[config.mk]
export PLATFORM = sky130hd
export DESIGN_NAME = ivm_irq_vector
export DESIGN_NICKNAME = d
export VERILOG_FILES = /design/src/rtl/ivm_pkg.sv /design/src/rtl/ivm_irq_vector.sv
export VERILOG_INCLUDE_DIRS = /design/src /design/src/rtl
export SDC_FILE = /design/constraint.sdc
export NUM_CORES = 1
export LEC_CHECK = 0
export BUFFER_PORTS_ARGS = -buffer_cell sky130_fd_sc_hd__buf_2
export CAP_MARGIN = 30
export CORE_UTILIZATION = 40
export CTS_CLUSTER_SIZE = 40
export DETAILED_ROUTE_END_ITERATION = 16
export GPL_TIMING_DRIVEN = 1
export PLACE_DENSITY = 0.68
export SLEW_MARGIN = 20
export SYNTH_ARGS = -nofsm -noshare
export SYNTH_HDL_FRONTEND = slang
export SYNTH_SLANG_ARGS = --single-unit
export TNS_END_PERCENT = 10
[constraint.sdc]
create_clock -name clock -period 2.2 [get_ports clock]
set_input_delay 0.11 -clock clock [delete_from_list [all_inputs] [get_ports clock]]
set_output_delay 0.11 -clock clock [all_outputs]
set_load 0.005 [all_outputs]
[src/rtl/ivm_consts.svh]
// Address map, vector and register constants for the interrupt vector block
`ifndef IVM_CONSTS_SVH
`define IVM_CONSTS_SVH

// -----------------------------------------------------------------
// Address map
// -----------------------------------------------------------------
`define IVM_REG_BASE 16'h0000
`define IVM_REG_LAST 16'h00BF
`define IVM_RAM_BASE 16'h00C0
`define IVM_RAM_LAST 16'h02BF
`define IVM_STACK_BASE 16'h0100
`define IVM_STACK_TOP 16'h013F
`define IVM_ROM_BASE 16'hC000
`define IVM_EXT_CTRL_ADDR 16'h0008
`define IVM_EXT_CTRL_RESET 8'h00

// -----------------------------------------------------------------
// Vector pair low addresses
// -----------------------------------------------------------------
`define IVM_VEC_USB 16'hFFF0
`define IVM_VEC_SERIAL 16'hFFF2
`define IVM_VEC_TWI 16'hFFF4
`define IVM_VEC_TIMER 16'hFFF6
`define IVM_VEC_EXT 16'hFFF8
`define IVM_VEC_USB_END_SUSP 16'hFFFA
`define IVM_VEC_SOFT 16'hFFFC
`define IVM_VEC_RESET 16'hFFFE

`endif

[src/rtl/ivm_pkg.sv]
// Types for the interrupt vector block
package ivm_pkg;

    // Address region kinds
    typedef enum logic [2:0] {
        IVM_REGION_PERIPH,
        IVM_REGION_RAM,
        IVM_REGION_STACK,
        IVM_REGION_ROM,
        IVM_REGION_VECTOR,
        IVM_REGION_RESERVED
    } ivm_region_t;

    // Fetch sequencer states
    typedef enum logic [1:0] {
        IVM_IDLE,
        IVM_FETCH_HI,
        IVM_FETCH_LO
    } ivm_state_t;

endpackage : ivm_pkg

[src/rtl/ivm_irq_vector.sv]
// Interrupt vector selection, wake-up and address decode for the core
`timescale 1ns/1ps
`include "ivm_consts.svh"

module ivm_irq_vector #(
    parameter bit HAS_SERIAL = 1'b1,
    parameter bit HAS_TWI = 1'b1
) (
    // Clock and reset
    input wire logic clock,
    input wire logic rst_n,
    // Interrupt sources
    input wire logic [7:0] ext_irq_pins,
    input wire logic usb_irq,
    input wire logic usb_end_susp_irq,
    input wire logic serial_irq,
    input wire logic twi_irq,
    input wire logic timer_irq,
    input wire logic soft_irq,
    // CPU core side
    input wire logic mask_clear,
    input wire logic mask_set,
    input wire logic halt_enter,
    input wire logic [15:0] cpu_addr,
    input wire logic cpu_wr,
    input wire logic cpu_rd,
    input wire logic [7:0] cpu_wdata,
    output logic [7:0] cpu_rdata,
    output logic ctrl_sel,
    output ivm_pkg::ivm_region_t region,
    output logic stack_ok,
    output logic vec_valid,
    output logic [15:0] vec_addr,
    output logic vec_rd,
    output logic [7:0] vec_data_dummy,
    output logic mask_bit,
    output logic halted,
    output logic [7:0] ext_irq_pending,
    // Pin configuration
    output logic main_clock_out_pin_en
);
    import ivm_pkg::*;

    // -----------------------------------------------------------------
    // Input synchronisers
    // -----------------------------------------------------------------
    logic [7:0] ext_meta;
    logic [7:0] ext_sync;
    logic [7:0] ext_prev;
    logic [5:0] int_meta;
    logic [5:0] int_sync;
    logic [5:0] int_prev;
    logic [5:0] int_raw;

    assign int_raw = {soft_irq, usb_end_susp_irq, timer_irq,
                      twi_irq & HAS_TWI, serial_irq & HAS_SERIAL, usb_irq};

    always_ff @(posedge clock or negedge rst_n) begin
        if (!rst_n) begin
            ext_meta <= 8'h00;
            ext_sync <= 8'h00;
            ext_prev <= 8'h00;
            int_meta <= 6'h00;
            int_sync <= 6'h00;
            int_prev <= 6'h00;
        end else begin
            ext_meta <= ext_irq_pins;
            ext_sync <= ext_meta;
            ext_prev <= ext_sync;
            int_meta <= int_raw;
            int_sync <= int_meta;
            int_prev <= int_sync;
        end
    end

    // -----------------------------------------------------------------
    // Control register: per-line enable of the external lines
    // -----------------------------------------------------------------
    logic [7:0] external_irq_control;
    logic ctrl_hit;

    assign ctrl_hit = (cpu_addr == `IVM_EXT_CTRL_ADDR);
    assign ctrl_sel = ctrl_hit;

    always_ff @(posedge clock or negedge rst_n) begin
        if (!rst_n) begin
            external_irq_control <= `IVM_EXT_CTRL_RESET;
        end else if (cpu_wr && ctrl_hit) begin
            external_irq_control <= cpu_wdata;
        end
    end

    always_ff @(posedge clock or negedge rst_n) begin
        if (!rst_n) begin
            cpu_rdata <= 8'h00;
        end else if (cpu_rd && ctrl_hit) begin
            cpu_rdata <= external_irq_control;
        end else if (cpu_rd) begin
            cpu_rdata <= ext_irq_pending; // Pending lines mirror elsewhere
        end
    end

    // -----------------------------------------------------------------
    // Pending latches
    // -----------------------------------------------------------------
    // Index: 0 usb, 1 serial, 2 twi, 3 timer, 4 ext, 5 end susp, 6 soft
    logic [6:0] pend;
    logic [6:0] rise;
    logic [6:0] take;
    logic [7:0] ext_rise;
    ivm_state_t state;

    assign ext_rise = ext_sync & ~ext_prev & external_irq_control;
    // Edges only: a level still high must not re-arm a request already taken
    assign rise = {int_sync[5:4] & ~int_prev[5:4], |ext_rise,
                   int_sync[3:0] & ~int_prev[3:0]};

    always_ff @(posedge clock or negedge rst_n) begin
        if (!rst_n) begin
            ext_irq_pending <= 8'h00;
        end else begin
            // Set wins over clear
            ext_irq_pending <= (ext_irq_pending & ~{8{take[4]}}) | ext_rise;
        end
    end

    generate
        for (genvar i = 0; i < 7; i++) begin : g_pend
            always_ff @(posedge clock or negedge rst_n) begin
                if (!rst_n) begin
                    pend[i] <= 1'b0;
                end else begin
                    pend[i] <= (pend[i] & ~take[i]) | rise[i];
                end
            end
        end
    endgenerate

    // -----------------------------------------------------------------
    // Selection: fixed priority, highest vector address wins
    // -----------------------------------------------------------------
    logic [6:0] eligible;
    logic [15:0] next_vec;
    logic reset_fetch;

    assign eligible = {pend[6], pend[5:0] & {6{~mask_bit}}};

    always_comb begin
        take = 7'h00;
        next_vec = `IVM_VEC_RESET;
        // Nothing is taken while halted or ahead of the reset fetch
        if (state == IVM_IDLE && !reset_fetch && !halted) begin
            if (eligible[6]) begin
                take[6] = 1'b1;
                next_vec = `IVM_VEC_SOFT;
            end else if (eligible[5]) begin
                take[5] = 1'b1;
                next_vec = `IVM_VEC_USB_END_SUSP;
            end else if (eligible[4]) begin
                take[4] = 1'b1;
                next_vec = `IVM_VEC_EXT;
            end else if (eligible[3]) begin
                take[3] = 1'b1;
                next_vec = `IVM_VEC_TIMER;
            end else if (eligible[2]) begin
                take[2] = 1'b1;
                next_vec = `IVM_VEC_TWI;
            end else if (eligible[1]) begin
                take[1] = 1'b1;
                next_vec = `IVM_VEC_SERIAL;
            end else if (eligible[0]) begin
                take[0] = 1'b1;
                next_vec = `IVM_VEC_USB;
            end
        end
    end

    // -----------------------------------------------------------------
    // Vector fetch sequencer
    // -----------------------------------------------------------------
    always_ff @(posedge clock or negedge rst_n) begin
        if (!rst_n) begin
            state <= IVM_IDLE;
            vec_addr <= `IVM_VEC_RESET;
            reset_fetch <= 1'b1;
        end else begin
            case (state)
                IVM_IDLE: begin
                    if (reset_fetch) begin
                        vec_addr <= `IVM_VEC_RESET;
                        reset_fetch <= 1'b0;
                        state <= IVM_FETCH_HI;
                    end else if (|take) begin
                        vec_addr <= next_vec;
                        state <= IVM_FETCH_HI;
                    end
                end
                IVM_FETCH_HI: begin
                    vec_addr <= vec_addr + 16'h0001;
                    state <= IVM_FETCH_LO;
                end
                IVM_FETCH_LO: begin
                    state <= IVM_IDLE;
                end
                default: begin
                    state <= IVM_IDLE;
                end
            endcase
        end
    end

    assign vec_rd = (state != IVM_IDLE);
    assign vec_valid = (state == IVM_FETCH_LO);
    assign vec_data_dummy = 8'h00;

    // -----------------------------------------------------------------
    // Global mask bit: set at reset and on every entry
    // -----------------------------------------------------------------
    always_ff @(posedge clock or negedge rst_n) begin
        if (!rst_n) begin
            mask_bit <= 1'b1;
        end else if ((state == IVM_IDLE && (|take || reset_fetch))
                     || mask_set) begin
            mask_bit <= 1'b1;
        end else if (mask_clear) begin
            mask_bit <= 1'b0;
        end
    end

    // -----------------------------------------------------------------
    // Halt and wake-up; the software interrupt cannot wake
    // -----------------------------------------------------------------
    logic wake;

    assign wake = |ext_rise | (int_sync[4] & ~int_prev[4]);

    always_ff @(posedge clock or negedge rst_n) begin
        if (!rst_n) begin
            halted <= 1'b0;
        end else if (wake) begin
            halted <= 1'b0;
        end else if (halt_enter) begin
            halted <= 1'b1;
        end
    end

    // -----------------------------------------------------------------
    // Address decode
    // -----------------------------------------------------------------
    always_comb begin
        if (cpu_addr <= `IVM_REG_LAST) begin
            region = IVM_REGION_PERIPH;
        end else if (cpu_addr >= `IVM_STACK_BASE &&
                     cpu_addr <= `IVM_STACK_TOP) begin
            region = IVM_REGION_STACK;
        end else if (cpu_addr <= `IVM_RAM_LAST) begin
            region = IVM_REGION_RAM;
        end else if (cpu_addr >= `IVM_VEC_USB) begin
            region = IVM_REGION_VECTOR;
        end else if (cpu_addr >= `IVM_ROM_BASE) begin
            region = IVM_REGION_ROM;
        end else begin
            region = IVM_REGION_RESERVED;
        end
    end

    assign stack_ok = (region == IVM_REGION_STACK);

    // Pin keeps its plain port role while reset holds
    always_ff @(posedge clock or negedge rst_n) begin
        if (!rst_n) begin
            main_clock_out_pin_en <= 1'b0;
        end else begin
            main_clock_out_pin_en <= 1'b1;
        end
    end

endmodule : ivm_irq_vector

==> impl_results.md <==
* Drt pass-1 iters at 4
* Worst-Margin Slew at 0.530 ns
* Synth unique cells at 56
* DR vias at 2730
* Flop and latch count out of synthesis at 95
* Crit path kind: register to register
* Worst Path Required at 2.48 ns
* Register area at 2400 um2
* GR Overflow Total at 0
* Overall Power at 4.30 mW
* First-pass GRT wire length at about 12 mm
* H-tree Lvls at 3
* Hold_ws at 0.0202 ns
* Area growth syn-to-layout at 25.1%
* Clk network pwr share at 0.234
* Ratio of final minimum period to clock period at 0.863
* WL per Instance at 13.5 um
* Post-DRT Antenna Nets at 0
* Hold WC Path Type: input pin to register
* # diodes at 0
* CTS clk-pin slew, worst paths at approximately 0.10 ns
* Gate power share at 0.243
* Largest net degree at the start of global routing at 56
* CTS root buf: clkbuf_8
* Internal at about 2.9 mW
* Main synth FF type: dfrtp_1
* Initial Util at 0.409
* Post-Syn Area at 3760 um2
* Multi-input gate area in the final layout at approximately 1200 um2
* Share of layout cells above drive strength 1 at 0.332
* Die Wd at 99.0 um
* EDFF count, synth at 0
* Vias/cell at 4.98
* Buffers inserted by post-CTS timing repair at 0
* Crit path buffers/inverters at 1
* Layout fillers at 835
* Max incr delay on CP at 0.52 ns
* Worst path top cell family by delay: compound AO/OA/AOI/OAI gates
* Core area at 9200 um2
* Status: completed
* Fin nets at around 480
* Mapped Cells at between 300 and 400
* Seq pwr share at 0.522
* Syn Area/Cell at 11.9 um2
* Total track usage at 0.163
* Worst Path Max Fanout at 9
* PortBufs at 86
* CTS sink count at 95
* Post-Layout Inst Area at 4710 um2
* Slew Limit Fails at 0
* Sw Share at 0.317
* CTS tree: built
* Clock Skews at 0.0119 ns
* TNS Setup at 0 ns
* Placement Cell Area at around 4300 um2
* WP data arrival at between 2 and 2.5 ns
* Max_cap viols at 0
* Power per cell area at 913 nW/um2
* Inserted Clock Buffers at 9
* Fin cells at 548
* Vias in the first global route at 2512
* Crit path cell chain: nor4_4 > nand3_2 > a21oi_2 > buf_4 > a21oi_1 > a31oi_1
* Total die area at 9800 um2
* Final setup fails at 0
* # rows at 35
* I/O Pins at 95
* Gpl congestion at 0.907
* DR iter-0 viols at 79
* Antenna violations before repair at 0
* Async SR Flop Fraction at 1.00
* Max Clock Freq at 0.527 GHz
* # DRC at 0
* Leakage dissipation at 2.21 nW
* P_sw at 1.36 mW
* Min Tclk post-route at 1.90 ns
* DIE HEIGHT at between 90 and 100 um
* RSZ-0062 raised after global routing: false
* CP Launch Type: register
* DRT Wirelength at 7.37 mm
* Synth warn at 0
* Final count of hold timing violations at 0
* Placed Cells at 509
* Later-pin clock latency in the skew report at 0.35 ns
* Clk buf depth at 2
* Crit end category: register
* Slew margin rel. at 0.647
* CP max stage cell: dfrtp_1
* DP Wirelength at around 5.2 mm
* Post-synthesis sequential area ratio at 0.637
* Peak VDD IR at 0.373 mV
-- cells by family (layout without fill, tap and decap cells) --
kind of cell / after synthesis / count (layout) / share of synthesized area
buf+inv: 26 / 140 / 0.0395
compound gates: 61 / 61 / 0.104
flops: 95 / 95 / 0.637
other cells: 2 / 9 / 0.00199
mux: 18 / 18 / 0.0508
fa+ha+maj: 2 / 2 / 0.00598
xor+xnor: 2 / 2 / 0.00465
simple gates: 110 / 110 / 0.156
-- registers in the layout, indices dropped and copies added, names as in the netlist, 2 cells and up --
register / cells
vec_addr: 16
cpu_rdata: 8
ext_irq_pending: 8
ext_meta: 8
ext_prev: 8
ext_sync: 8
external_irq_control: 8
int_meta: 6
int_prev: 6
int_sync: 6
pend: 6
state: 2
-- per-stage QoR --
stage | utilization | setup slack (ns)
final | 0.512 | 0.301
after detailed placement | 0.468 | 0.207
after global routing | 0.512 | 0.164
after global placement | 0.468 | 0.330
after floorplan | - | 0.509
after CTS | 0.511 | 0.183
-- cell usage in the layout (no fill, tap or decap), types with 10 or more instances in the layout --
cell | synthesis | final
buf_2 | 2 | 85
dfrtp_1 | 78 | 78
nand2_1 | 36 | 36
a21oi_1 | 23 | 23
dlygate4sd3_1 | 0 | 23
nor2_1 | 22 | 22
dfstp_2 | 17 | 17
o21ai_0 | 11 | 11
inv_1 | 10 | 10
-- cell usage after synthesis (3+ instances only) --
library cell,instances,share of area
a21oi_1,23,0.031
dfrtp_1,78,0.52
nand3b_1,7,0.014
inv_1,10,0.010
nor4_1,3,0.0050
nor2b_1,4,0.0066
a31oi_1,4,0.0066
nand4_1,5,0.0083
nand3_1,5,0.0066
nor2_1,22,0.022
mux2i_1,9,0.024
and3_1,5,0.0083
o21ai_0,11,0.015
dfstp_2,17,0.12
a21o_1,3,0.0060
buf_4,10,0.020
nand2_1,36,0.036
nor3_1,6,0.0080
mux2_2,9,0.027
-- area by class of cell --
cell class / instances / area share
Clock inverter: 7 / 0.00983
Timing Repair Buffer: 114 / 0.151
Sequential cell: 95 / 0.509
Clock buffer: 9 / 0.0263
Inverter: 10 / 0.00797
Tap cell: 111 / 0.0295
Multi-Input combinational cell: 202 / 0.265
-- power groups by stage --
stage / clock, mW / combinational, mW / sequential [mW]
3_3_place_gp: 0 / 0.994 / 2.27
3_5_place_dp: 0 / 1.02 / 2.28
6_report: 1.01 / 1.05 / 2.25
4_1_cts: 1.06 / 1.05 / 2.24
2_1_floorplan: 0 / 0.651 / 2.24
5_1_grt: 1.13 / 1.17 / 2.29
-- routing by layer --
layer	wire (um)	track usage
met1	3390	0.219
met4	109	0.0620
met5	0	0
met3	307	0.0440
met2	3570	0.252
-- worst paths after layout --
kind / start / end / slack, ns / depth (start not counted)
min: cpu_wdata[0] / external_irq_control[0] / 0.02 / 2
max reg2reg: state[0] / vec_addr[13] / 0.30 / 6
min in group asynchronous: rst_n / state[0] / 0.27 / 2
max in group asynchronous: rst_n / vec_addr[2] / 1.22 / 3
max: state[0] / vec_addr[13] / 0.30 / 6
min reg2reg: ext_meta[1] / ext_sync[1] / 0.35 / 0
-- what timing repair did --
item	in CTS	in global routing
hold endpoints to repair	54	0
hold buffers	23	0
endpoints found under the setup margin	0	2
resized for setup	0	1
No activity file was read; power rests on OpenSTA's default activity.
